File: src/hbchs_defs.vh
`ifndef HBCHS_DEFS_VH
`define HBCHS_DEFS_VH

// ****************************************************************
// Configuration dword indices (byte offset divided by four)
// ****************************************************************
`define HBCHS_DW_CMD_STS 6'h01
`define HBCHS_DW_REV_CLASS 6'h02
`define HBCHS_DW_HDR 6'h03
`define HBCHS_DW_CAP 6'h0d

// ****************************************************************
// Byte offsets as printed, and their lanes within the dword
// ****************************************************************
`define HBCHS_OFF_COMMAND 8'h04
`define HBCHS_OFF_STATUS 8'h06
`define HBCHS_OFF_REVISION 8'h08
`define HBCHS_OFF_SUB_CLASS 8'h0a
`define HBCHS_OFF_BASE_CLASS 8'h0b
`define HBCHS_OFF_LATENCY 8'h0d
`define HBCHS_OFF_HEADER 8'h0e
`define HBCHS_OFF_CAP_PTR 8'h34
`define HBCHS_LANE_CMD_HI 1
`define HBCHS_LANE_STS_HI 3

// ****************************************************************
// Status register fields and values
// ****************************************************************
`define HBCHS_STS_RESET 16'h0090
`define HBCHS_STS_SSE_BIT 14
`define HBCHS_STS_RMA_BIT 13
`define HBCHS_STS_RTA_BIT 12
`define HBCHS_STS_B2B_BIT 7
`define HBCHS_STS_CAP_BIT 4
`define HBCHS_SELECT_TIMING 2'h0

// ****************************************************************
// Command register fields and values
// ****************************************************************
`define HBCHS_CMD_FIXED 8'h06
`define HBCHS_CMD_SYSTEM_ERROR_ENABLE_BIT 8
`define HBCHS_CMD_SYSTEM_ERROR_ENABLE_RESET 1'b0

// ****************************************************************
// Read-only byte values
// ****************************************************************
`define HBCHS_SUB_CLASS 8'h00
`define HBCHS_BASE_CLASS 8'h06
`define HBCHS_LATENCY 8'h00
`define HBCHS_HEADER 8'h00
`define HBCHS_REVISION_DEFAULT 8'h01
`define HBCHS_CAP_PTR_DEFAULT 8'ha0

`endif

File: src/hbchs_w1c_flag.v
`timescale 1ns/1ps

// ****************************************************************
// Sticky flag, set by hardware, cleared by writing one
// ****************************************************************
module hbchs_w1c_flag (
    input wire clk_sys,
    input wire rst_n,
    input wire set,
    input wire clr,
    output reg flag
);

    wire next_flag;

    // Set wins over a clear in the same cycle so no event is lost
    assign next_flag = set | (flag & ~clr);

    always @(posedge clk_sys or negedge rst_n) begin
        if (!rst_n) begin
            flag <= 1'b0;
        end else begin
            flag <= next_flag;
        end
    end

endmodule

File: src/hbchs_cfg_header.v
// Notes on behaviour
// - Sixteen-bit status at 06h-07h, reset 0090h, top flags clear by one
// - Parity, target-abort-sent and data-parity bits read zero, writes ignored
// - Sending a system error message sets status bit 14
// - Writing one to bit 14 clears it; writing zero leaves it
// - Master abort completion on own request sets status bit 13
// - Target abort completion on own request sets status bit 12
// - Writing one clears bits 13 or 12; only written-one bits clear
// - Select timing bits 10:9 read 00, fast decode, writes ignored
// - Bit 7 always reads one, fast back-to-back capable
// - Bit 4 reads one; capability pointer readable at 34h
// - Read-only eight-bit revision number at 08h, writes ignored
// - Base class code reads 06h, bridge device, at 0Bh
// - Latency timer byte at 0Dh reads zero, writes ignored
// - Header type byte at 0Eh reads zero, no storage
// - Messages only when error enable set; enable ORed with device one
`timescale 1ns/1ps
`include "hbchs_defs.vh"

module hbchs_cfg_header #(
    // Arbitrary neutral value, not tied to any real part
    parameter [7:0] REVISION = `HBCHS_REVISION_DEFAULT,
    parameter [7:0] CAP_POINTER = `HBCHS_CAP_PTR_DEFAULT
) (
    input wire clk_sys,
    input wire rst_n,
    input wire cfg_rd,
    input wire cfg_wr,
    input wire [5:0] cfg_dw_addr,
    input wire [3:0] cfg_be,
    input wire [31:0] cfg_wdata,
    output reg [31:0] cfg_rdata,
    output reg cfg_rvalid,
    input wire hub_master_abort_cpl,
    input wire hub_target_abort_cpl,
    input wire dev0_error_event,
    input wire dev1_system_error_enable,
    output reg serr_msg_send,
    output wire hub_serr_msg_enable
);

    // ****************************************************************
    // Decode
    // ****************************************************************
    wire wr_cmd_sts;
    wire wr_sts_hi;
    wire wr_cmd_hi;

    assign wr_cmd_sts = cfg_wr & (cfg_dw_addr == `HBCHS_DW_CMD_STS);
    assign wr_sts_hi = wr_cmd_sts & cfg_be[`HBCHS_LANE_STS_HI];
    assign wr_cmd_hi = wr_cmd_sts & cfg_be[`HBCHS_LANE_CMD_HI];

    // ****************************************************************
    // Command: only the system error enable is stored
    // ****************************************************************
    reg system_error_enable;

    always @(posedge clk_sys or negedge rst_n) begin
        if (!rst_n) begin
            system_error_enable <= `HBCHS_CMD_SYSTEM_ERROR_ENABLE_RESET;
        end else if (wr_cmd_hi) begin
            system_error_enable <= cfg_wdata[`HBCHS_CMD_SYSTEM_ERROR_ENABLE_BIT];
        end
    end

    // Either device's enable opens the shared message path
    assign hub_serr_msg_enable = system_error_enable |
                                 dev1_system_error_enable;

    // ****************************************************************
    // System error message and sticky status flags
    // ****************************************************************
    wire serr_fire;
    wire system_error_sent_flag;
    wire master_abort_received_flag;
    wire target_abort_received_flag;

    // Enable is sampled as it stands in the event cycle
    assign serr_fire = dev0_error_event & system_error_enable;

    always @(posedge clk_sys or negedge rst_n) begin
        if (!rst_n) begin
            serr_msg_send <= 1'b0;
        end else begin
            serr_msg_send <= serr_fire;
        end
    end

    // Status lane 3 carries status bits 15:8 as write data bits 31:24
    hbchs_w1c_flag u_sse (
        .clk_sys(clk_sys),
        .rst_n(rst_n),
        .set(serr_fire),
        .clr(wr_sts_hi & cfg_wdata[16 + `HBCHS_STS_SSE_BIT]),
        .flag(system_error_sent_flag)
    );

    hbchs_w1c_flag u_rma (
        .clk_sys(clk_sys),
        .rst_n(rst_n),
        .set(hub_master_abort_cpl),
        .clr(wr_sts_hi & cfg_wdata[16 + `HBCHS_STS_RMA_BIT]),
        .flag(master_abort_received_flag)
    );

    hbchs_w1c_flag u_rta (
        .clk_sys(clk_sys),
        .rst_n(rst_n),
        .set(hub_target_abort_cpl),
        .clr(wr_sts_hi & cfg_wdata[16 + `HBCHS_STS_RTA_BIT]),
        .flag(target_abort_received_flag)
    );

    // ****************************************************************
    // Register images
    // ****************************************************************
    wire [15:0] bridge_status;
    wire [15:0] bridge_command;
    wire [1:0] select_timing_field;

    assign select_timing_field = `HBCHS_SELECT_TIMING;

    // Hardwired bits take no write path at all, so writes cannot touch them
    assign bridge_status = {
        1'b0,
        system_error_sent_flag,
        master_abort_received_flag,
        target_abort_received_flag,
        1'b0,
        select_timing_field,
        1'b0,
        1'b1,
        2'b00,
        1'b1,
        4'h0
    };

    assign bridge_command = {7'h00, system_error_enable, `HBCHS_CMD_FIXED};

    // ****************************************************************
    // Read path
    // ****************************************************************
    reg [31:0] next_rdata;

    always @* begin
        next_rdata = 32'h0000_0000;
        case (cfg_dw_addr)
            `HBCHS_DW_CMD_STS: begin
                next_rdata = {bridge_status, bridge_command};
            end
            `HBCHS_DW_REV_CLASS: begin
                next_rdata = {`HBCHS_BASE_CLASS,
                              `HBCHS_SUB_CLASS,
                              8'h00,
                              REVISION};
            end
            `HBCHS_DW_HDR: begin
                next_rdata = {8'h00,
                              `HBCHS_HEADER,
                              `HBCHS_LATENCY,
                              8'h00};
            end
            `HBCHS_DW_CAP: begin
                next_rdata = {24'h00_0000, CAP_POINTER};
            end
            default: begin
                next_rdata = 32'h0000_0000;
            end
        endcase
    end

    // Reads have no side effects; a whole dword returns whatever the lanes
    always @(posedge clk_sys or negedge rst_n) begin
        if (!rst_n) begin
            cfg_rdata <= 32'h0000_0000;
            cfg_rvalid <= 1'b0;
        end else begin
            cfg_rvalid <= cfg_rd;
            if (cfg_rd) begin
                cfg_rdata <= next_rdata;
            end
        end
    end

endmodule

File: config.mk
export PLATFORM = sky130hd
export DESIGN_NAME = hbchs_cfg_header
export DESIGN_NICKNAME = d
export VERILOG_FILES = /design/src/hbchs_w1c_flag.v /design/src/hbchs_cfg_header.v
export VERILOG_INCLUDE_DIRS = /design/src /design/src/src
export SDC_FILE = /design/constraint.sdc
export NUM_CORES = 1
export LEC_CHECK = 0
export BUFFER_PORTS_ARGS = -buffer_cell sky130_fd_sc_hd__buf_2
export CAP_MARGIN = 20
export CORE_AREA = 5 5 47 65
export DETAILED_ROUTE_END_ITERATION = 10
export DIE_AREA = 0 0 52 70
export GPL_TIMING_DRIVEN = 1
export HOLD_SLACK_MARGIN = 0.12
export PLACE_DENSITY_LB_ADDON = 0.05
export SYNTH_ARGS = -nofsm -noshare
export SYNTH_HDL_FRONTEND = slang
export SYNTH_SLANG_ARGS = --single-unit
File: constraint.sdc
create_clock -name clk_sys -period 1.1 [get_ports clk_sys]
set_clock_uncertainty 0.1 [all_clocks]
set_input_delay 0.055 -clock clk_sys [delete_from_list [all_inputs] [get_ports clk_sys]]
set_output_delay 0.055 -clock clk_sys [all_outputs]
set_load 0.005 [all_outputs]
==> results of run 1 <==
## synth_stat cells, types with 2 or more instances
cell type / number
sky130_fd_sc_hd__a31oi_1: 3
sky130_fd_sc_hd__buf_4: 25
sky130_fd_sc_hd__dfrtp_1: 13
sky130_fd_sc_hd__inv_1: 10
sky130_fd_sc_hd__nand2_1: 7
sky130_fd_sc_hd__nand3_1: 2
sky130_fd_sc_hd__nor2_1: 4
sky130_fd_sc_hd__nor4_2: 2
sky130_fd_sc_hd__o22ai_1: 5
## logic make-up after synthesis
kind of cell | Yosys count | synth area share [%]
muxes | 2 | 2.85
AOI/OAI and AO/OA | 9 | 7.38
DFF | 13 | 43.6
buffers and inverters | 36 | 30.7
and+or+nand+nor | 19 | 14.9
other | 1 | 0.503
## registers in the layout (all words and copies together), names as in the netlist
signal	cells
cfg_rdata	7
cfg_rvalid	1
serr_msg_send	1
system_error_enable	1
u_rma.flag	1
u_rta.flag	1
u_sse.flag	1
## layer usage
metal  routed length [µm]  global-route usage, %  vias to the layer above
met5                    0                      0                        -
met4                   66                   7.87                        0
met3                  148                   1.28                        6
met2                  898                   16.5                       36
met1                  642                   10.1                      263
li1                     -                      -                      306
## layout make-up
type | count | share of cell area [%]
clock buffer | 4 | 2.48
multi-input combinational | 49 | 28.2
timing repair buffer | 50 | 31.1
tap | 34 | 4.01
sequential | 13 | 30.7
inverter | 10 | 3.54
## critical path: stages (launching register included)
cell	delay (ns)
sky130_fd_sc_hd__dfrtp_1	0.40
sky130_fd_sc_hd__or2_4	0.23
sky130_fd_sc_hd__buf_6	0.11
## metrics by stage
stage	utilization (%)	instance area, µm²	setup TNS, ns	worst slack (ns)
2_1_floorplan	-	813	-0.751	-0.282
5_1_grt	44.4	1060	-0.180	-0.117
6_report	44.4	1060	-0.117	-0.0763
4_1_cts	43.0	1030	-0.129	-0.0884
3_3_place_gp	35.7	855	-3.06	-0.412
3_5_place_dp	35.7	855	-3.16	-0.425
## power by group through the flow
stage               sequential, µW  combinational, µW  clock, µW
global route                   516                214        342
global placement               524                131          0
CTS                            513                181        304
floorplan                      522                113          0
detailed placement             524                131          0
finish                         513                192        300
## path summary, 6_finish.rpt
check | start | endpoint | slack, ns | cells after the start
setup / recovery | system_error_enable | hub_serr_msg_enable | -0.08 | 2
hold / removal | cfg_dw_addr[4] | cfg_rdata[26] | -0.05 | 4
setup reg to reg | system_error_enable | system_error_enable | 0.09 | 2
hold reg to reg | cfg_rdata[28] | cfg_rdata[28] | 0.43 | 2
max in group asynchronous | rst_n | u_sse.flag | 0.58 | 2
min in group asynchronous | rst_n | cfg_rvalid | 0.09 | 2
## what timing repair did
action | in CTS | in global routing
buffers inserted | 1 | 0
pin swaps | 4 | 0
hold buffers | 10 | 2
endpoints found under the setup margin | 10 | 4
gates resized for setup | 7 | 3
hold endpoints to repair | 26 | 2
==> reports/metrics.yaml, run 1 <==
placed_design:
  portBuffers: 35
  place.gp.congestion: 0.671
  count_of_placed_standard_cells_including_taps: 143
  post-dp-hpwl_um: 1270
pwr:
  p_per_area_mw_per_mm2: 947
  p_total_uw: 1000
  power_frac_comb_pct: 19.1
  cell_internal_pwr_uw: 742
  power.sequential.fraction_pct: 51.0
  power.ir.vdd_worst_uv: 487
  leakage_uw: 0.000570
  netSwitchingPower_uw: 263
  pwr-share-clk_pct: 29.8
  switching_share_pct: 26.2
critical_path:
  crit_arrival_ns: 1.02
  worstPathRequired_ns: 0.94
  timing.critical_path.to_type: "output pin"
  crit_fanout: 2
  crit_type: "reg -> out"
  critical_path.startpoint_type: "register"
logic_synthesis:
  synth_area_leaders: "sky130_fd_sc_hd__dfrtp_1 (44%), sky130_fd_sc_hd__buf_4 (25%), sky130_fd_sc_hd__inv_1 (5.0%), sky130_fd_sc_hd__o22ai_1 (4.2%), sky130_fd_sc_hd__nand2_1 (3.5%)"
  postSynthRegisterBits: 13
  synthesis.instances: 80
  synth_top_cell_by_area: "sky130_fd_sc_hd__dfrtp_1"
  synth_edf_count: 0
  yosysWarningCount: 0
  post_synth_instance_area_um2: 746
  yosys_most_used_dff: "sky130_fd_sc_hd__dfrtp_1"
  netlist-cell-type-count: 18
  synthDominantCellAreaShare_pct: 43.6
  syn_area_per_cell_um2: 9.32
  synth.yosys.seq_area_share_pct: 43.6
  async_reset_ff_share_pct: 100
global_routing:
  maximum_number_of_pins_on_one_net_before_global_route_repair: 15
  grt_util_all_layers_pct: 9.71
  grt_overflow_total: 0
  grt_antenna_before_repair: 0
  first_pass_grt_wire_length_um: 2660
  first_global_vias: 613
route:
  dr.pass1.iters: 2
  detailed_route_wl_um: 1760
  detailed_route_via_count: 611
  drt_first_iter_violations: 6
  drc: 0
  post_drt_wl_per_cell_um: 11.0
  route.antenna.remaining_nets: 0
  route.detailed.vias_per_inst: 3.82
sta:
  final_critical_path_setup_slack_ns: -0.0763
  fmax_mhz: 850
  whs_ns: -0.0489
  setup_repair_after_global_routing_missed_its_margin: "yes"
  finalSetupViolCount: 2
  finalCriticalPeriod_ns: 1.18
  slew_violations: 0
  hold_viol: 1
  final_min_period_over_clock_period_pct: 107
clock_tree:
  numClockSinks: 13
  clk_pin_slew_ns: 0.08
  cts_root_buf: "sky130_fd_sc_hd__clkbuf_4"
  cts_buffers: 3
  worst_case_clock_buffer_depth: 2
  ctsHtreeMaxLevel: 1
  clk_latency_ns: 0.28
  cts_tree: "done"
floorplanning:
  io_pins: 85
  initial_core_util_pct: 31.2
  placement_rows: 21
  die_h_um: 70
  design.core.area_mm2: 0.00239
  die-area_mm2: 0.00364
  die_x_um: 52
cells_and_area:
  layout-drive-gt1-share_pct: 38.9
  nFillCells: 262
  mostFrequentLayoutCell: "sky130_fd_sc_hd__buf_2"
  synthesis_to_finish_area_growth_pct: 42.3
  antenna-diode-count: 0
  instances_no_fill: 160
  final_net_count: 177
  regArea_um2: 325
  multi_input_area_um2: 299
  layout_common_cells: "sky130_fd_sc_hd__buf_2 (33), sky130_fd_sc_hd__conb_1 (19), sky130_fd_sc_hd__dfrtp_1 (13), sky130_fd_sc_hd__dlygate4sd3_1 (12), sky130_fd_sc_hd__inv_1 (10)"
worst_hold_path:
  worst_hold_path_type: "in -> reg"
run_status:
  failed_checks: "negative hold slack, negative setup slack"
  outcome: "complete, but fails checks"
job:
  maxCapViolations: 0
No activity file was read; power rests on OpenSTA's default activity.
==> inputs of run 2 (changes only) <==
- clock period: 1.1 -> 1.25 ns (I/O delays scaled with it)
==> run 2 against run 1 <==
  * The run now ends clean
  * Cell count up 1.9%
  * Critical endpoint is now system_error_enable
  * Sequential cell count unchanged
  * Combinational power fell by 14%
==> reports/metrics.yaml, run 2 (synthesized netlist as in run 1, its figures left out) <==
sta:
  finalSetupViolCount: 0  # was 2
  whs_ns: 0.00173  # was -0.0489 ns
  fmax_mhz: 808
  finalCriticalPeriod_ns: 1.24
  hold_viol: 0  # was 1
  slew_violations: 0  # unchanged
  totalNegativeSetupSlack_ns: 0  # was -0.117 ns
  final_min_period_over_clock_period_pct: 99.0
critical_path:
  critical_path.startpoint_type: "primary input"  # was register
  crit_type: "in -> reg"  # was reg -> out
  worst-r2r-cell-count: 2  # unchanged
  r2r_end: "system_error_enable"  # unchanged
  crit_start: "cfg_dw_addr[1]"  # was system_error_enable
  critical_path_cell_by_cell: "buf_2 -> or4b_4 -> nor4_4 -> mux2_4"  # was or2_4 -> buf_6
  crit_arrival_ns: 1.30  # was 1.02 ns
  worst-r2r-setup-slack_ns: 0.25  # was 0.09 ns
  timing.critical_path.to_type: "register"  # was output pin
  crit-reg2reg-launch: "system_error_enable"  # unchanged
  slowest_stage: "sky130_fd_sc_hd__or4b_4"  # was sky130_fd_sc_hd__dfrtp_1
  crit_fanout: 3  # was 2
  endpoint: "system_error_enable"  # was hub_serr_msg_enable
  worstPathRequired_ns: 1.31  # was 0.94 ns
  slowest_delay_ns: 0.57  # was 0.40 ns
route:
  drc: 0  # unchanged
  post_drt_wl_per_cell_um: 10.3  # was 11.0 µm
  detailed_route_via_count: 618  # was 611
  route.antenna.remaining_nets: 0  # unchanged
  route.detailed.vias_per_inst: 3.79  # was 3.82
  detailed_route_wl_um: 1690  # was 1760 µm
  dr.pass1.iters: 4  # was 2
  drt_first_iter_violations: 17  # was 6
pwr:
  power.sequential.fraction_pct: 51.3  # was 51.0%
  switching_share_pct: 25.6  # was 26.2%
  pwr-share-clk_pct: 29.8  # about the same
  cell_internal_pwr_uw: 655  # was 742 µW
  p_per_area_mw_per_mm2: 831  # was 947 mW/mm²
  netSwitchingPower_uw: 226  # was 263 µW
  leakage_uw: 0.000567  # was 0.000570 µW
  power_frac_comb_pct: 18.9  # was 19.1%
  power.ir.vdd_worst_uv: 456  # was 487 µV
  p_total_uw: 881  # was 1000 µW
cells_and_area:
  synthesis_to_finish_area_growth_pct: 42.1  # was 42.3%
  antenna-diode-count: 0  # unchanged
  nFillCells: 254  # was 262
  layout-drive-gt1-share_pct: 35.7  # was 38.9%
  final_net_count: 180  # was 177
  layout_common_cells: "sky130_fd_sc_hd__buf_2 (34), sky130_fd_sc_hd__conb_1 (19), sky130_fd_sc_hd__dlygate4sd3_1 (15), sky130_fd_sc_hd__dfrtp_1 (13), sky130_fd_sc_hd__inv_1 (10)"  # was sky130_fd_sc_hd__buf_2 (33), sky130_fd_sc_hd__conb_1 (19), sky130_fd_sc_hd__dfrtp_1 (13), sky130_fd_sc_hd__dlygate4sd3_1 (12), sky130_fd_sc_hd__inv_1 (10)
  mostFrequentLayoutCell: "sky130_fd_sc_hd__buf_2"  # unchanged
  largest_register_ffs: 7  # unchanged
  largest-register: "cfg_rdata"  # unchanged
  post-route-util_pct: 44.3  # was 44.4%
floorplanning:
  io_pins: 85  # unchanged
  die-area_mm2: 0.00364  # unchanged
  die_x_um: 52  # unchanged
  die_h_um: 70  # unchanged
  design.core.area_mm2: 0.00239  # unchanged
  initial_core_util_pct: 31.2  # unchanged
  placement_rows: 21  # unchanged
global_routing:
  first_pass_grt_wire_length_um: 2610  # was 2660 µm
  maximum_number_of_pins_on_one_net_before_global_route_repair: 15  # unchanged
  grt_util_all_layers_pct: 9.32  # was 9.71%
  grt_antenna_before_repair: 0  # unchanged
  grt_overflow_total: 0  # unchanged
  first_global_vias: 617  # was 613
placed_design:
  portBuffers: 35  # unchanged
  place.gp.congestion: 0.642  # was 0.671
  post-dp-hpwl_um: 1260  # was 1270 µm
run_status:
  outcome: "complete, no violations"  # was complete, but fails checks
worst_hold_path:
  worst_hold_path_type: "in -> reg"  # unchanged
  hold_path_startpoint: "cfg_dw_addr[3]"  # was cfg_dw_addr[4]
clock_tree:
  numClockSinks: 13  # unchanged
  cts_buffers: 3  # unchanged
  cts_tree: "done"  # unchanged
  clk_pin_slew_ns: 0.08  # about the same
  worst_case_clock_buffer_depth: 2  # unchanged
  cts_root_buf: "sky130_fd_sc_hd__clkbuf_4"  # unchanged
  ctsHtreeMaxLevel: 1  # unchanged
  clk_latency_ns: 0.27  # was 0.28 ns
job:
  maxCapViolations: 0  # unchanged
run 2: final cells by class:
cell class / instances / area (µm²) / area share (%)
tap: 34 / 42.5 / 4.01
clock buffer: 4 / 26.3 / 2.48
sequential: 13 / 325 / 30.7
timing repair buffer: 53 / 354 / 33.4
inverter: 10 / 37.5 / 3.54
multi-input combinational: 49 / 274 / 25.9
run 2: power groups by stage:
stage	Clock (µW)	Sequential, µW	Combinational [µW]
after floorplan	0	459	99.5
after CTS	269	453	151
after detailed placement	0	462	115
after global routing	293	454	187
final	263	452	166
after global placement	0	462	114
run 2: worst min path at each step:
stage | to | slack [ns] | cells past startpoint
6_report | cfg_rdata[7] | 0.002 | 3
5_1_grt | cfg_rdata[7] | 0.03 | 3
4_1_cts | cfg_rdata[7] | -0.03 | 3
3_5_place_dp | serr_msg_send | -0.13 | 1
3_3_place_gp | cfg_rdata[28] | -0.13 | 1
2_1_floorplan | cfg_rdata[23] | -0.33 | 0
run 2: what timing repair did:
item	CTS	global route
setup endpoints to repair	1	2
setup buffers	1	0
hold buffers	12	3
endpoints found under the hold margin	26	3
gates resized for setup	1	3
run 2: worst max-delay path: cells and delay by family:
kind / cells / cell delay (ns)
muxes: 1 / 0.32
buffers and inverters: 1 / 0.11
and+or+nand+nor: 2 / 0.81
run 2: stage by stage:
step | cells | cell area [µm²] | setup slack (ns)
4_1_cts | 160 | 1010 | 0.00866
3_3_place_gp | 143 | 855 | -0.275
6_report | 163 | 1060 | 0.0125
5_1_grt | 163 | 1060 | -0.00310
2_1_floorplan | 98 | 813 | -0.139
3_5_place_dp | 143 | 855 | -0.293
run 2: layer usage:
metal / share of wire, % / GRT usage, % / up-vias
li1: - / - / 312
met4: 1.6 / 7.00 / 0
met5: 0 / 0 / -
met2: 51 / 16.1 / 33
met3: 9.5 / 1.06 / 2
met1: 38 / 9.84 / 271
==> inputs of run 3 (changes only) <==
- SETUP_SLACK_MARGIN: default -> 0.1
==> run 3 against run 2 <==
  * First-iteration DRC count down 47%
  * Clock power shrank 2%
  * Global-route usage up 0.18 points
  * Setup slack better by 0.058 ns
  * Sequential cell count unchanged
  * Sequential power is essentially flat
  * Count of clock-buffer cells in the layout is the same
  * Utilization is 0.84 points higher
  * Largest power group unchanged
==> reports/metrics.yaml, run 3 (synthesized netlist as in run 1, its figures left out) <==
clock_tree:
  numClockSinks: 13  # unchanged
  cts_tree: "done"  # unchanged
  worst_case_clock_buffer_depth: 2  # unchanged
  clk_pin_slew_ns: 0.08  # about the same
  clk_latency_ns: 0.27  # about the same
  cts_buffers: 3  # unchanged
  cts_root_buf: "sky130_fd_sc_hd__clkbuf_4"  # unchanged
  ctsHtreeMaxLevel: 1  # unchanged
critical_path:
  crit_type: "reg -> out"  # was in -> reg
  critical_path.startpoint_type: "register"  # was primary input
  crit_arrival_ns: 1.02  # was 1.30 ns
  crit_fanout: 2  # was 3
  worstPathRequired_ns: 1.09  # was 1.31 ns
  timing.critical_path.to_type: "output pin"  # was register
floorplanning:
  io_pins: 85  # unchanged
  design.core.area_mm2: 0.00239  # unchanged
  placement_rows: 21  # unchanged
  initial_core_util_pct: 31.2  # unchanged
  die-area_mm2: 0.00364  # unchanged
  die_x_um: 52  # unchanged
  die_h_um: 70  # unchanged
sta:
  finalCriticalPeriod_ns: 1.18  # was 1.24 ns
  final_min_period_over_clock_period_pct: 94.3  # was 99.0%
  finalSetupViolCount: 0  # unchanged
  setup_repair_after_global_routing_missed_its_margin: "yes"
  slew_violations: 0  # unchanged
  fmax_mhz: 848  # was 808 MHz
  hold_viol: 0  # unchanged
cells_and_area:
  mostFrequentLayoutCell: "sky130_fd_sc_hd__buf_2"  # unchanged
  layout_common_cells: "sky130_fd_sc_hd__buf_2 (33), sky130_fd_sc_hd__conb_1 (19), sky130_fd_sc_hd__dlygate4sd3_1 (14), sky130_fd_sc_hd__dfrtp_1 (13), sky130_fd_sc_hd__inv_1 (10)"  # was sky130_fd_sc_hd__buf_2 (34), sky130_fd_sc_hd__conb_1 (19), sky130_fd_sc_hd__dlygate4sd3_1 (15), sky130_fd_sc_hd__dfrtp_1 (13), sky130_fd_sc_hd__inv_1 (10)
  layout-drive-gt1-share_pct: 38.3  # was 35.7%
  synthesis_to_finish_area_growth_pct: 44.8  # was 42.1%
  post-route-util_pct: 45.2  # was 44.3%
  instances_no_fill: 162  # was 163
  final_net_count: 179  # was 180
  largest-register: "cfg_rdata"  # unchanged
  antenna-diode-count: 0  # unchanged
  largest_register_ffs: 7  # unchanged
job:
  maxCapViolations: 0  # unchanged
route:
  drt_first_iter_violations: 9  # was 17
  route.antenna.remaining_nets: 0  # unchanged
  detailed_route_via_count: 622  # was 618
  post_drt_wl_per_cell_um: 10.9  # was 10.3 µm
  drc: 0  # unchanged
  route.detailed.vias_per_inst: 3.84  # was 3.79
  dr.pass1.iters: 4  # unchanged
  detailed_route_wl_um: 1770  # was 1690 µm
global_routing:
  maximum_number_of_pins_on_one_net_before_global_route_repair: 15  # unchanged
  grt_util_met2_pct: 16.8  # was 16.1%
  grt_antenna_before_repair: 0  # unchanged
  grt_overflow_total: 0  # unchanged
  grt_util_all_layers_pct: 9.50  # was 9.32%
  first_pass_grt_wire_length_um: 2650  # was 2610 µm
  most_congested_layer_reported_by_global_routing: "met2"  # unchanged
  grtUsageMet3_pct: 1.28  # was 1.06%
  groute.layer.met1.usage_pct: 10.0  # was 9.84%
  first_global_vias: 615  # was 617
pwr:
  p_per_area_mw_per_mm2: 818  # was 831 mW/mm²
  power.ir.vdd_worst_uv: 434  # was 456 µV
  leakage_uw: 0.000574  # was 0.000567 µW
placed_design:
  count_of_placed_standard_cells_including_taps: 143  # unchanged
  portBuffers: 35  # unchanged
  post-dp-hpwl_um: 1270  # was 1260 µm
  place.gp.congestion: 0.671  # was 0.642
run_status:
  outcome: "complete, no violations"  # unchanged
worst_hold_path:
  worst_hold_path_type: "in -> reg"  # unchanged
## run 3: cell types whose count changed in the layout (fill, tap and decap cells not counted), sizes merged
| cell | before | now |
|---|---|---|
| dlygate4sd3 | 15 | 14 |
## run 3: timing repair
| action | in CTS | in global routing |
|---|---|---|
| hold buffers | 12 | 2 |
| gates resized for setup | 5 | 4 |
| setup endpoints to repair | 3 | 7 |
| endpoints found under the hold margin | 26 | 1 |
| pin swaps | 3 | 1 |
| buffers inserted | 1 | 0 |
## run 3: stage by stage
stage               hold WS [ns]  setup WS, ns  cell area, µm²  setup TNS, ns  power [µW]
global placement          -0.130        -0.270             855          -1.73         576
detailed placement        -0.126        -0.283             855          -1.81         576
finish                     0.120        0.0708            1080              0         883
floorplan                 -0.333        -0.139             813         -0.139         559
CTS                      -0.0150        0.0541            1030              0         878
global route               0.120        0.0299            1080              0         945
## run 3: critical path, stage by stage (launching register included)
cell and delay (ns):
sky130_fd_sc_hd__dfrtp_1 0.40, sky130_fd_sc_hd__or2_4 0.23, sky130_fd_sc_hd__buf_6 0.11
## run 3: final cells by class
type	count	area, µm²
Fill cell	259	1310
Timing Repair Buffer	52	350
Sequential cell	13	325
Multi-Input combinational cell	49	298
Tap cell	34	42.5
Inverter	10	37.5
Clock buffer	4	26.3
## run 3: worst paths after layout
path                                     start                  end  slack (ns)  cells past startpoint
min in group asynchronous                rst_n        serr_msg_send        0.65                      3
max in group asynchronous                rst_n         cfg_rdata[8]        0.18                      3
min                             cfg_dw_addr[2]  system_error_enable        0.12                      3
max reg2reg                system_error_enable  system_error_enable        0.23                      2
max                        system_error_enable  hub_serr_msg_enable        0.07                      2
min reg2reg                      cfg_rdata[28]        cfg_rdata[28]        0.43                      2
## run 3: report_power, final
part / internal [µW] / total (µW) / switching, µW
combinational: 91.1 / 174 / 82.8
clock: 123 / 258 / 134
sequential: 441 / 452 / 10.6
## run 3: per-layer routing
layer  vias up  wire (µm)
met2        38        914
met1       269        653
met5         -          0
li1        311          -
met3         4        159
met4         0         45
